**config.mk**
```make
export PLATFORM = sky130hd
export DESIGN_NAME = port_regs
export DESIGN_NICKNAME = d
export VERILOG_FILES = /design/src/logic/port_regs_pkg.sv /design/src/logic/tree_mem_if.sv /design/src/logic/tree_state_mem.sv /design/src/logic/port_regs.sv
export VERILOG_INCLUDE_DIRS = /design/src /design/src/logic
export SDC_FILE = /design/constraint.sdc
export NUM_CORES = 2
export LEC_CHECK = 0
export ABC_AREA = 1
export BUFFER_PORTS_ARGS = -buffer_cell sky130_fd_sc_hd__buf_2
export CAP_MARGIN = 20
export CELL_PAD_IN_SITES_DETAIL_PLACEMENT = 0
export CELL_PAD_IN_SITES_GLOBAL_PLACEMENT = 2
export CORE_ASPECT_RATIO = 1.25
export CORE_MARGIN = 3
export CORE_UTILIZATION = 35
export DETAILED_ROUTE_END_ITERATION = 6
export PLACE_DENSITY_LB_ADDON = 0.1
export SKIP_CTS_REPAIR_TIMING = 1
export SLEW_MARGIN = 10
export SYNTH_ARGS = -nofsm -noshare
export SYNTH_HDL_FRONTEND = slang
export SYNTH_SLANG_ARGS = --single-unit
```
**constraint.sdc**
```tcl
create_clock -name ref_clk -period 3.68 [get_ports ref_clk]
set_input_delay 0.368 -clock ref_clk [delete_from_list [all_inputs] [get_ports ref_clk]]
set_output_delay 0.368 -clock ref_clk [all_outputs]
set_load 0.05 [all_outputs]
```
**src/logic/port_regs_map.svh**
```systemverilog
`ifndef PORT_REGS_MAP_SVH
`define PORT_REGS_MAP_SVH

// Register indices within one port page; byte address is four times the index
`define OFS_TREE_POINTER 12'hb01
`define OFS_TREE_STATE 12'hb04
`define OFS_RX_LATENCY 12'hc00
`define OFS_TX_LATENCY 12'hc02
`define OFS_ASYMMETRY 12'hc04
`define OFS_DREQ_HIGH 12'hc08
`define OFS_DREQ_LOW 12'hc0a
`define OFS_SYNC_HIGH 12'hc0c
`define OFS_SYNC_LOW 12'hc0e
`define OFS_PDRESP_HIGH 12'hc10
`define OFS_PDRESP_LOW 12'hc12
`define OFS_STAMP_STATUS 12'hc14

// Tree-state entry fields
`define TREE_TX_BIT 2
`define TREE_RX_BIT 1
`define TREE_NOLEARN_BIT 0
`define TREE_STATE_RST 3'b110

// Asymmetry fields
`define ASYM_SIGN_BIT 15

// Stamp status flag positions
`define FLAG_SYNC_BIT 15
`define FLAG_DREQ_BIT 14
`define FLAG_PDRESP_BIT 13

// Reset values
`define RX_LATENCY_RST 16'h019f
`define TX_LATENCY_RST 16'h002d
`define ASYMMETRY_RST 16'h0000
`define STAMP_RST 32'h0000_0000

// Bus answers
`define RESP_OKAY 2'h0
`define RESP_SLVERR 2'h2

`endif

```
**src/logic/port_regs_pkg.sv**
```systemverilog
package port_regs_pkg;
   // Kind of timing frame seen by the datapath
   typedef enum logic [1:0] {
      KIND_SYNC,
      KIND_DELAY_REQ,
      KIND_PDELAY_REQ,
      KIND_PDELAY_RESP
   } frame_kind_e;

   // Write side progress of the bus slave
   typedef enum logic [1:0] {
      WR_IDLE,
      WR_REFRESH,
      WR_RESP
   } wr_state_e;

   // Three-bit tree-state entry
   typedef logic [2:0] tree_entry_t;
endpackage

```
**src/logic/tree_mem_if.sv**
```systemverilog
interface tree_mem_if #(parameter int ADDR_W = 6);
   import port_regs_pkg::*;
   logic we; // Write strobe
   logic [ADDR_W-1:0] waddr; // Write entry
   port_regs_pkg::tree_entry_t wdata; // Write value
   logic re; // Read strobe
   logic [ADDR_W-1:0] raddr; // Read entry
   port_regs_pkg::tree_entry_t rdata; // Registered read value
   modport owner (output we, waddr, wdata, re, raddr, input rdata);
   modport store (input we, waddr, wdata, re, raddr, output rdata);
endinterface

```
**src/logic/tree_state_mem.sv**
```systemverilog
`include "port_regs_map.svh"
module tree_state_mem #(
   parameter int DEPTH = 56,
   parameter int ADDR_W = 6
) (
   input wire logic ref_clk,
   input wire logic rstn,
   tree_mem_if.store mem
);
   import port_regs_pkg::*;

   // Whole state: the entries and the registered read word
   typedef struct packed {
      logic [DEPTH-1:0][2:0] entry;
      logic [2:0] rdata;
   } mem_state_s;

   mem_state_s q;
   mem_state_s next_q;

   assign mem.rdata = q.rdata;

   // Write an entry and register the addressed read word
   always_comb begin
      next_q = q;
      if (mem.we && (int'(mem.waddr) < DEPTH)) begin
         next_q.entry[mem.waddr] = mem.wdata;
      end
      if (mem.re && (int'(mem.raddr) < DEPTH)) begin
         next_q.rdata = q.entry[mem.raddr];
      end
   end

   // Every entry starts with transmit and receive on, learning on
   always_ff @(posedge ref_clk) begin
      if (!rstn) begin
         q.entry <= {DEPTH{`TREE_STATE_RST}};
         q.rdata <= `TREE_STATE_RST;
      end else begin
         q <= next_q;
      end
   end
endmodule

```
**src/logic/port_regs.sv**
```systemverilog
`include "port_regs_map.svh"
module port_regs #(
   parameter int PORTS = 7,
   parameter int AW = 18
) (
   input wire logic ref_clk,
   input wire logic rstn,
   input wire logic [AW-1:0] s_axi_awaddr,
   input wire logic s_axi_awvalid,
   output logic s_axi_awready,
   input wire logic [31:0] s_axi_wdata,
   input wire logic [3:0] s_axi_wstrb,
   input wire logic s_axi_wvalid,
   output logic s_axi_wready,
   output logic [1:0] s_axi_bresp,
   output logic s_axi_bvalid,
   input wire logic s_axi_bready,
   input wire logic [AW-1:0] s_axi_araddr,
   input wire logic s_axi_arvalid,
   output logic s_axi_arready,
   output logic [31:0] s_axi_rdata,
   output logic [1:0] s_axi_rresp,
   output logic s_axi_rvalid,
   input wire logic s_axi_rready,
   input wire logic cap_valid,
   input wire logic [2:0] cap_port,
   input wire port_regs_pkg::frame_kind_e cap_kind,
   input wire logic [31:0] cap_time,
   input wire logic corr_req,
   input wire logic [2:0] corr_port,
   input wire port_regs_pkg::frame_kind_e corr_kind,
   output logic corr_valid,
   output logic [16:0] corr_delta,
   output logic [PORTS-1:0] tx_enable,
   output logic [PORTS-1:0] rx_enable,
   output logic [PORTS-1:0] learn_disable
);
   import port_regs_pkg::*;

   // Whole state of the bank and its bus slave
   typedef struct packed {
      wr_state_e wr_st;
      logic aw_held; // Write address taken
      logic w_held; // Write data taken
      logic [15:0] widx; // Held write index
      logic [31:0] wdata; // Held write data
      logic [3:0] wstrb; // Held byte enables
      logic bvalid;
      logic [1:0] bresp;
      logic rvalid;
      logic [31:0] rdata;
      logic [1:0] rresp;
      logic [15:0] ridx; // Index of the last read
      logic [PORTS-1:0][2:0] ptr; // Tree-instance pointers
      logic [PORTS-1:0][2:0] shadow; // Copy of each selected entry
      logic [PORTS-1:0][15:0] rx_lat;
      logic [PORTS-1:0][15:0] tx_lat;
      logic [PORTS-1:0][15:0] asym;
      logic [PORTS-1:0][31:0] dreq_ts;
      logic [PORTS-1:0][31:0] sync_egress_stamp;
      logic [PORTS-1:0][31:0] pdresp_ts;
      logic [PORTS-1:0][2:0] flags; // Sync, request, response
      logic [2:0] refresh_port; // Port whose shadow awaits memory
      logic corr_valid;
      logic [16:0] corr_delta;
   } bank_state_s;

   bank_state_s q;
   bank_state_s next_q;

   tree_mem_if #(.ADDR_W(6)) mem ();

   tree_state_mem #(.DEPTH(PORTS * 8), .ADDR_W(6)) u_tree_mem (
      .ref_clk(ref_clk),
      .rstn(rstn),
      .mem(mem)
   );

   // Port field of an index: 1..PORTS is mapped, else no hit
   function automatic logic port_ok(input logic [15:0] idx);
      port_ok = (idx[15:12] != 4'h0) && (int'(idx[15:12]) <= PORTS);
   endfunction

   // Read decode of one register word
   function automatic logic [32:0] read_word(input bank_state_s s, input logic [15:0] idx);
      logic [2:0] p;
      logic [32:0] r;
      p = 3'(idx[14:12] - 3'h1);
      r = {1'b0, 32'h0000_0000};
      if (port_ok(idx)) begin
         r[32] = 1'b1;
         case (idx[11:0])
            `OFS_TREE_POINTER: r[2:0] = s.ptr[p];
            `OFS_TREE_STATE: r[2:0] = s.shadow[p];
            `OFS_RX_LATENCY: r[15:0] = s.rx_lat[p];
            `OFS_TX_LATENCY: r[15:0] = s.tx_lat[p];
            `OFS_ASYMMETRY: r[15:0] = s.asym[p];
            `OFS_DREQ_HIGH: r[15:0] = s.dreq_ts[p][31:16];
            `OFS_DREQ_LOW: r[15:0] = s.dreq_ts[p][15:0];
            `OFS_SYNC_HIGH: r[15:0] = s.sync_egress_stamp[p][31:16];
            `OFS_SYNC_LOW: r[15:0] = s.sync_egress_stamp[p][15:0];
            `OFS_PDRESP_HIGH: r[15:0] = s.pdresp_ts[p][31:16];
            `OFS_PDRESP_LOW: r[15:0] = s.pdresp_ts[p][15:0];
            `OFS_STAMP_STATUS: r[15:13] = s.flags[p];
            default: r[32] = 1'b0;
         endcase
      end
      read_word = r;
   endfunction

   // Bus slave, register writes, captures and correction lookup
   always_comb begin
      logic [2:0] p;
      logic [32:0] rw;
      logic [16:0] value;
      logic hit;
      logic [2:0] cp;
      logic [2:0] setm; // Flags raised by a capture this cycle
      p = 3'(q.widx[14:12] - 3'h1);
      setm = 3'h0;
      rw = 33'h0;
      value = 17'h0;
      hit = 1'b0;
      cp = 3'(cap_port - 3'h1);
      next_q = q;
      mem.we = 1'b0;
      mem.waddr = {p, q.ptr[p]};
      mem.wdata = q.wdata[2:0];
      mem.re = 1'b0;
      mem.raddr = {p, q.wdata[2:0]};
      // Egress captures load both words at once and raise the flag
      if (cap_valid && (cap_port != 3'h0) && (int'(cap_port) <= PORTS)) begin
         case (cap_kind)
            KIND_SYNC: begin
               next_q.sync_egress_stamp[cp] = cap_time;
               next_q.flags[cp][2] = 1'b1;
               setm[2] = 1'b1;
            end
            KIND_DELAY_REQ, KIND_PDELAY_REQ: begin
               next_q.dreq_ts[cp] = cap_time;
               next_q.flags[cp][1] = 1'b1;
               setm[1] = 1'b1;
            end
            KIND_PDELAY_RESP: begin
               next_q.pdresp_ts[cp] = cap_time;
               next_q.flags[cp][0] = 1'b1;
               setm[0] = 1'b1;
            end
            default: begin
            end
         endcase
      end
      // Address and data are taken in either order
      if (s_axi_awvalid && !q.aw_held && q.wr_st == WR_IDLE) begin
         next_q.aw_held = 1'b1;
         next_q.widx = s_axi_awaddr[17:2];
      end
      if (s_axi_wvalid && !q.w_held && q.wr_st == WR_IDLE) begin
         next_q.w_held = 1'b1;
         next_q.wdata = s_axi_wdata;
         next_q.wstrb = s_axi_wstrb;
      end
      case (q.wr_st)
         WR_IDLE: begin
            if (q.aw_held && q.w_held) begin
               next_q.aw_held = 1'b0;
               next_q.w_held = 1'b0;
               next_q.bvalid = 1'b1;
               next_q.wr_st = WR_RESP;
               rw = read_word(q, q.widx);
               hit = rw[32];
               next_q.bresp = hit ? `RESP_OKAY : `RESP_SLVERR;
               if (hit) begin
                  case (q.widx[11:0])
                     `OFS_TREE_POINTER: begin
                        if (q.wstrb[0]) begin
                           next_q.ptr[p] = q.wdata[2:0];
                           mem.re = 1'b1;
                           next_q.refresh_port = p;
                           next_q.bvalid = 1'b0;
                           next_q.wr_st = WR_REFRESH;
                        end
                     end
                     `OFS_TREE_STATE: begin
                        if (q.wstrb[0]) begin
                           mem.we = 1'b1;
                           next_q.shadow[p] = q.wdata[2:0];
                        end
                     end
                     `OFS_RX_LATENCY: begin
                        if (q.wstrb[0]) next_q.rx_lat[p][7:0] = q.wdata[7:0];
                        if (q.wstrb[1]) next_q.rx_lat[p][15:8] = q.wdata[15:8];
                     end
                     `OFS_TX_LATENCY: begin
                        if (q.wstrb[0]) next_q.tx_lat[p][7:0] = q.wdata[7:0];
                        if (q.wstrb[1]) next_q.tx_lat[p][15:8] = q.wdata[15:8];
                     end
                     `OFS_ASYMMETRY: begin
                        if (q.wstrb[0]) next_q.asym[p][7:0] = q.wdata[7:0];
                        if (q.wstrb[1]) next_q.asym[p][15:8] = q.wdata[15:8];
                     end
                     `OFS_STAMP_STATUS: begin
                        // Write one clears; a capture this cycle wins
                        if (q.wstrb[1]) begin
                           // A flag raised by a capture this cycle survives the clear
                           next_q.flags[p] = next_q.flags[p]
                              & ~(q.wdata[15:13] & ~((cp == p) ? setm : 3'h0));
                        end
                     end
                     default: begin
                     end
                  endcase
               end
            end
         end
         WR_REFRESH: begin
            // Newly selected entry arrives from the store
            next_q.shadow[q.refresh_port] = mem.rdata;
            next_q.bvalid = 1'b1;
            next_q.wr_st = WR_RESP;
         end
         WR_RESP: begin
            if (s_axi_bready) begin
               next_q.bvalid = 1'b0;
               next_q.wr_st = WR_IDLE;
            end
         end
         default: next_q.wr_st = WR_IDLE;
      endcase
      // Read answer follows the address by one cycle
      if (q.rvalid && s_axi_rready) begin
         next_q.rvalid = 1'b0;
      end
      if (s_axi_arvalid && !q.rvalid) begin
         rw = read_word(q, s_axi_araddr[17:2]);
         next_q.rvalid = 1'b1;
         next_q.ridx = s_axi_araddr[17:2];
         next_q.rdata = rw[31:0];
         next_q.rresp = rw[32] ? `RESP_OKAY : `RESP_SLVERR;
      end
      // Signed correction: KIND_SYNC and KIND_PDELAY_RESP add the asymmetry, the two request kinds subtract it
      next_q.corr_valid = corr_req;
      next_q.corr_delta = 17'h0;
      if (corr_req && (corr_port != 3'h0) && (int'(corr_port) <= PORTS)) begin
         value = {2'b00, q.asym[3'(corr_port - 3'h1)][14:0]};
         if (q.asym[3'(corr_port - 3'h1)][`ASYM_SIGN_BIT]) value = 17'(-value);
         case (corr_kind)
            KIND_SYNC, KIND_PDELAY_RESP: next_q.corr_delta = value;
            default: next_q.corr_delta = 17'(-value);
         endcase
      end
   end

   // State register with documented reset values
   always_ff @(posedge ref_clk) begin
      if (!rstn) begin
         q <= '0;
         q.wr_st <= WR_IDLE;
         q.shadow <= {PORTS{`TREE_STATE_RST}};
         q.rx_lat <= {PORTS{`RX_LATENCY_RST}};
         q.tx_lat <= {PORTS{`TX_LATENCY_RST}};
         q.asym <= {PORTS{`ASYMMETRY_RST}};
      end else begin
         q <= next_q;
      end
   end

   // Outputs straight from the state flops
   assign s_axi_awready = !q.aw_held && (q.wr_st == WR_IDLE);
   assign s_axi_wready = !q.w_held && (q.wr_st == WR_IDLE);
   assign s_axi_bvalid = q.bvalid;
   assign s_axi_bresp = q.bresp;
   assign s_axi_arready = !q.rvalid;
   assign s_axi_rvalid = q.rvalid;
   assign s_axi_rdata = q.rdata;
   assign s_axi_rresp = q.rresp;
   assign corr_valid = q.corr_valid;
   assign corr_delta = q.corr_delta;

   // Per-port gating from the selected entry
   always_comb begin
      for (int i = 0; i < PORTS; i++) begin
         tx_enable[i] = q.shadow[i][`TREE_TX_BIT];
         rx_enable[i] = q.shadow[i][`TREE_RX_BIT];
         learn_disable[i] = q.shadow[i][`TREE_NOLEARN_BIT];
      end
   end

   AST_RESET_VALUES: assert property (@(posedge ref_clk) disable iff (!rstn)
      !$past(rstn) |-> tx_enable == 7'h7f && rx_enable == 7'h7f && learn_disable == 7'h00
         && q.rx_lat[0] == 16'h019f && q.tx_lat[0] == 16'h002d)
      else $error("Reset values wrong");
   AST_SYNC_PAIR: assert property (@(posedge ref_clk) disable iff (!rstn)
      cap_valid && cap_kind == KIND_SYNC && cap_port == 3'h1 |=> q.sync_egress_stamp[0] == $past(cap_time))
      else $error("Sync stamp words not loaded together");
   AST_FLAG_SET: assert property (@(posedge ref_clk) disable iff (!rstn)
      cap_valid && cap_kind == KIND_PDELAY_RESP && cap_port == 3'h2 |=> q.flags[1][0])
      else $error("Capture flag not set");
   AST_PTR_WRITE: assert property (@(posedge ref_clk) disable iff (!rstn)
      q.wr_st == WR_IDLE && q.aw_held && q.w_held && q.wstrb[0]
         && q.widx == 16'h1b01 |=> q.ptr[0] == $past(q.wdata[2:0]) ##1 s_axi_bvalid)
      else $error("Pointer write or refresh wrong");
   AST_TREE_RESERVED: assert property (@(posedge ref_clk) disable iff (!rstn)
      s_axi_rvalid && q.ridx[11:0] == 12'hb04 |-> s_axi_rdata[31:3] == 29'h0)
      else $error("Tree-state reserved bits not zero");
   AST_UNMAPPED: assert property (@(posedge ref_clk) disable iff (!rstn)
      s_axi_arvalid && s_axi_arready && s_axi_araddr[17:14] == 4'h0
         |=> s_axi_rvalid && s_axi_rresp == 2'h2)
      else $error("Port zero read not refused");
   AST_CORR_SIGN: assert property (@(posedge ref_clk) disable iff (!rstn)
      corr_req && corr_port == 3'h1 && corr_kind == KIND_DELAY_REQ && q.asym[0] == 16'h0005
         |=> corr_valid && corr_delta == 17'h1fffb)
      else $error("Egress correction not subtracted");
   AST_ASYM_NEG: assert property (@(posedge ref_clk) disable iff (!rstn)
      corr_req && corr_port == 3'h1 && corr_kind == KIND_SYNC && q.asym[0] == 16'h8003
         |=> corr_delta == 17'h1fffd)
      else $error("Negative asymmetry wrong");
   AST_BRESP_BOUND: assert property (@(posedge ref_clk) disable iff (!rstn)
      q.wr_st == WR_IDLE && q.aw_held && q.w_held |-> ##[1:2] s_axi_bvalid)
      else $error("Write answer late");
endmodule

```
==> run summary <==
The flow ran to the end, but the final reports show violations. The checks that failed: hold timing. The multi-input combinational cells in the finished layout cover a total of 0.0301 mm².

The horizontal die dimension came out at 385 µm. In the final design database the tool counted 9,343 nets. The count of boundary I/O pins is 203. The share of the synthesized area in the top cell type is 0.421. The tree is rooted in a sky130_fd_sc_hd__clkbuf_16. The post-synth design cell area came out at 0.0628 mm². The slack of the worst reg-to-reg path is 0.41 ns. The leftover overflow at the end of global routing came out at 0.

The number of antenna violations at the first check in global routing is 12. The number of non-filler instances in the completed layout came out at 11,692. The most frequently used flop master after synthesis is sky130_fd_sc_hd__dfxtp_1. After detailed routing, the number of remaining DRC violations is 0.

The count of flip-flops with a built-in enable after synthesis came out at 0. The post-DP HPWL is 167,000 µm. The share of the cycle needed by the critical path after routing came out at 0.888. The layout overhead on the synthesized area is 13.6%. The post-detailed-routing wire length came out at 255,000 µm.

The slew at the pin with the worst max-slew slack is 1.13 ns. The number of nets with antenna violations after detailed routing came out at 0. Measured along the y axis, the die boundary spans 480 µm. The clock tree from TritonCTS is yes. For the worst-skew pair, the clock arrives at the later sink with an insertion delay of 0.80 ns. The headroom to the max-slew limit is 0.246. The initial cell density of the core is 0.353. Setup violations remaining at the end of the flow were counted as 0. The power per unit of standard cell area is 514 mW/mm². The synthesized design contains 1,321 register bits. Setup repair after global routing left no endpoint under its margin. The worst-case hold slack came out at -0.00681 ns.

The area of the placeable core is 0.178 mm². The number of placement rows is 173. The hold path depth came out at 3.

Across the whole layout, storage elements account for 0.0265 mm². The count of mapped cells out of synthesis is 9,352. The global placer's final weighted congestion is 0.847.

IR analysis of the VDD net gives a maximum drop of 0.000533 V. The total count of max-transition violations in the final report came out at 0. The depth of the worst register-to-register path is 14. The startpoint identified for the worst register-to-register timing path is q[1194]. Across every metal layer, demand over resource in global routing totals 0.268.

The worst setup path is launched from a flip-flop. The clock buffer count from CTS came out at 152. Of the synthesized area, sequential elements account for 0.421. The path class of the tightest hold or removal check is in -> reg.

The deepest level of the CTS H-tree is 4. After synthesis, the cell types taking the most area are sky130_fd_sc_hd__dfxtp_1 (42%), sky130_fd_sc_hd__o21ai_0 (14%), sky130_fd_sc_hd__nand2_1 (9.8%). Each instance of the synthesized netlist takes up on average 6.72 µm².

Summed over all instances, the cell type with the most area after synthesis is sky130_fd_sc_hd__dfxtp_1. The final setup TNS came out at 0 ns. The die footprint is 0.185 mm². After detailed routing, the average wire length per cell comes to 21.8 µm. The clock sink count came out at 1,321.

Based on the critical path, the design can be clocked at up to 306 MHz. The maximum number of pins on one net before global-route repair is 155. Yosys printed 0 warnings. The number of DRC markers in iteration 0 came out at 4,928. The final hold violation count is 1. The start-to-end type of the worst setup path is reg -> reg.

The total vias in the final route came out at 60,784. The library cells used most frequently in the layout, excluding fill and tap cells, are sky130_fd_sc_hd__o21ai_0 (1,736), sky130_fd_sc_hd__nand2_1 (1,643), sky130_fd_sc_hd__nor2_1 (1,460). The reported max-cap violation count is 0.

The setup clock skew after layout is 0.0356 ns. The start point of the worst hold path is rstn. In this run the critical register-to-register path is captured at u_tree_mem.q[18]. The number of library cell types mapped by synthesis is 62. After clock tree synthesis, the clock-pin slew on the worst setup and hold paths is 0.06 ns. Subtracting the final worst setup slack from the clock period gives 3.27 ns. The fraction of final layout cells with drive strength greater than 1 is 0.0881. The worst-case hold path end point is q[1157].

For this run, the detailed router's first-pass iteration total came to 6. After synthesis, the share of flip-flops with an asynchronous set or reset is 0. The maximum clock path buffer count is 3. The worst endpoint data arrival time is 3.97 ns. The analysis attributes to cell leakage a power of 0.0304 µW. The data required time of the critical path is 4.39 ns. The total of buffers placed on input and output ports came out at 162. The per-cell via count in the routed design is 5.20. Fill cells in the final layout number 18,955. The largest driver fanout on the critical path came out at 8.

The library cell used most frequently in the layout, excluding fill and tap cells, is sky130_fd_sc_hd__o21ai_0. The critical path capture point type is a flip-flop. The first global-routing pass estimated 377,000 µm of wire.

The instance count after placement with tap cells included came out at 11,372. The number of global-route vias before repair came to 56,560.
synthesized netlist by cell type (15+ instances only):
| library cell | instances |
|---|---|
| sky130_fd_sc_hd__ha_1 | 15 |
| sky130_fd_sc_hd__nand3_1 | 353 |
| sky130_fd_sc_hd__nor2_1 | 1475 |
| sky130_fd_sc_hd__o211ai_1 | 217 |
| sky130_fd_sc_hd__inv_1 | 746 |
| sky130_fd_sc_hd__o21ai_1 | 18 |
| sky130_fd_sc_hd__a31oi_1 | 30 |
| sky130_fd_sc_hd__nand2_4 | 16 |
| sky130_fd_sc_hd__nand4_1 | 24 |
| sky130_fd_sc_hd__a32o_1 | 30 |
| sky130_fd_sc_hd__buf_4 | 82 |
| sky130_fd_sc_hd__clkbuf_1 | 577 |
| sky130_fd_sc_hd__clkinv_1 | 17 |
| sky130_fd_sc_hd__a211oi_1 | 24 |
| sky130_fd_sc_hd__nor3_1 | 40 |
| sky130_fd_sc_hd__dfxtp_1 | 1321 |
| sky130_fd_sc_hd__a21oi_1 | 633 |
| sky130_fd_sc_hd__o221ai_1 | 27 |
| sky130_fd_sc_hd__inv_2 | 32 |
| sky130_fd_sc_hd__nor2_2 | 23 |
| sky130_fd_sc_hd__o21ai_0 | 1736 |
| sky130_fd_sc_hd__nand2_1 | 1644 |
| sky130_fd_sc_hd__buf_1 | 50 |
| sky130_fd_sc_hd__o22ai_1 | 34 |
| sky130_fd_sc_hd__buf_2 | 73 |
per-layer routing:
metal	up-vias	share of wire	GRT usage
li1	30209	-	-
met1	28705	0.44	0.351
met2	1562	0.48	0.457
met3	308	0.044	0.0315
met4	0	0.033	0.0875
met5	-	0	0
logic make-up after synthesis:
family / share of synthesized area
AO/OA/AOI/OAI: 0.239
other: 0.0000597
XOR/XNOR: 0.000418
multiplexers: 0.000159
AND/OR/NAND/NOR: 0.235
adder cells (fa/ha/maj): 0.00299
flip-flops: 0.421
buffers and inverters: 0.102
through the flow:
| stage | hold slack (ns) | area [µm²] | setup WS [ns] | power, µW | util |
|---|---|---|---|---|---|
| after floorplan | 0.420 | 62900 | 0.336 | 18900 | - |
| after global placement | 0.428 | 65900 | 0.308 | 21400 | 0.370 |
| after detailed placement | 0.433 | 65900 | 0.346 | 21500 | 0.370 |
| after CTS | -0.275 | 71000 | 0.398 | 37100 | 0.398 |
| after global routing | 0.00203 | 71400 | 0.135 | 38100 | 0.401 |
| final | -0.00681 | 71400 | 0.413 | 36700 | 0.401 |
area by class of cell:
class / instances / share of cell area
multi-input cells: 6461 / 0.422
flip-flops and latches: 1321 / 0.370
clock buffers: 239 / 0.0658
repair buffers: 470 / 0.0530
inverters: 799 / 0.0425
well taps: 2362 / 0.0414
clock inverters: 36 / 0.00459
diodes: 4 / 0.000140
worst max-delay path: stages, from the launching register on:
cell and delay [ns]:
sky130_fd_sc_hd__dfxtp_1 0.37, sky130_fd_sc_hd__inv_4 0.04, sky130_fd_sc_hd__ha_1 0.49, sky130_fd_sc_hd__inv_1 0.19, sky130_fd_sc_hd__nor2_2 0.20, sky130_fd_sc_hd__inv_2 0.08
sky130_fd_sc_hd__nor2_4 0.28, sky130_fd_sc_hd__nand2_1 0.10, sky130_fd_sc_hd__nand2_1 0.08, sky130_fd_sc_hd__inv_1 0.05, sky130_fd_sc_hd__o2111ai_2 0.12, sky130_fd_sc_hd__nand2_1 0.20
sky130_fd_sc_hd__nor2_4 0.37, sky130_fd_sc_hd__nand3_1 0.32, sky130_fd_sc_hd__a211oi_1 0.28
sequential cells by signal, summed over array words and instances, names as in the netlist:
register / count
learn_disable: 7
s_axi_bvalid: 1
corr_delta: 17
mem.raddr: 3
s_axi_bresp: 1
s_axi_rvalid: 1
corr_valid: 1
q: 1088
s_axi_rresp: 1
tx_enable: 7
s_axi_rdata: 16
u_tree_mem.mem.rdata: 3
rx_enable: 7
u_tree_mem.q: 168
worst max path at each step:
stage	cells past startpoint	to	slack, ns	from
global placement	22	corr_delta[15]	0.31	corr_port[0]
CTS	14	u_tree_mem.q[18]	0.40	q[1194]
global route	11	q[920]	0.14	q[1200]
finish	14	u_tree_mem.q[18]	0.41	q[1194]
floorplan	18	s_axi_rdata[1]	0.34	s_axi_araddr[14]
detailed placement	13	s_axi_rdata[12]	0.35	s_axi_araddr[14]
report_power, final:
group	total (µW)	switching, µW	leakage [µW]	internal, µW
clock network	15500	6520	0.00249	8970
registers	14900	278	0.0107	14600
logic	6290	4800	0.0173	1480
Note: power is estimated with default switching activity, not from simulation.
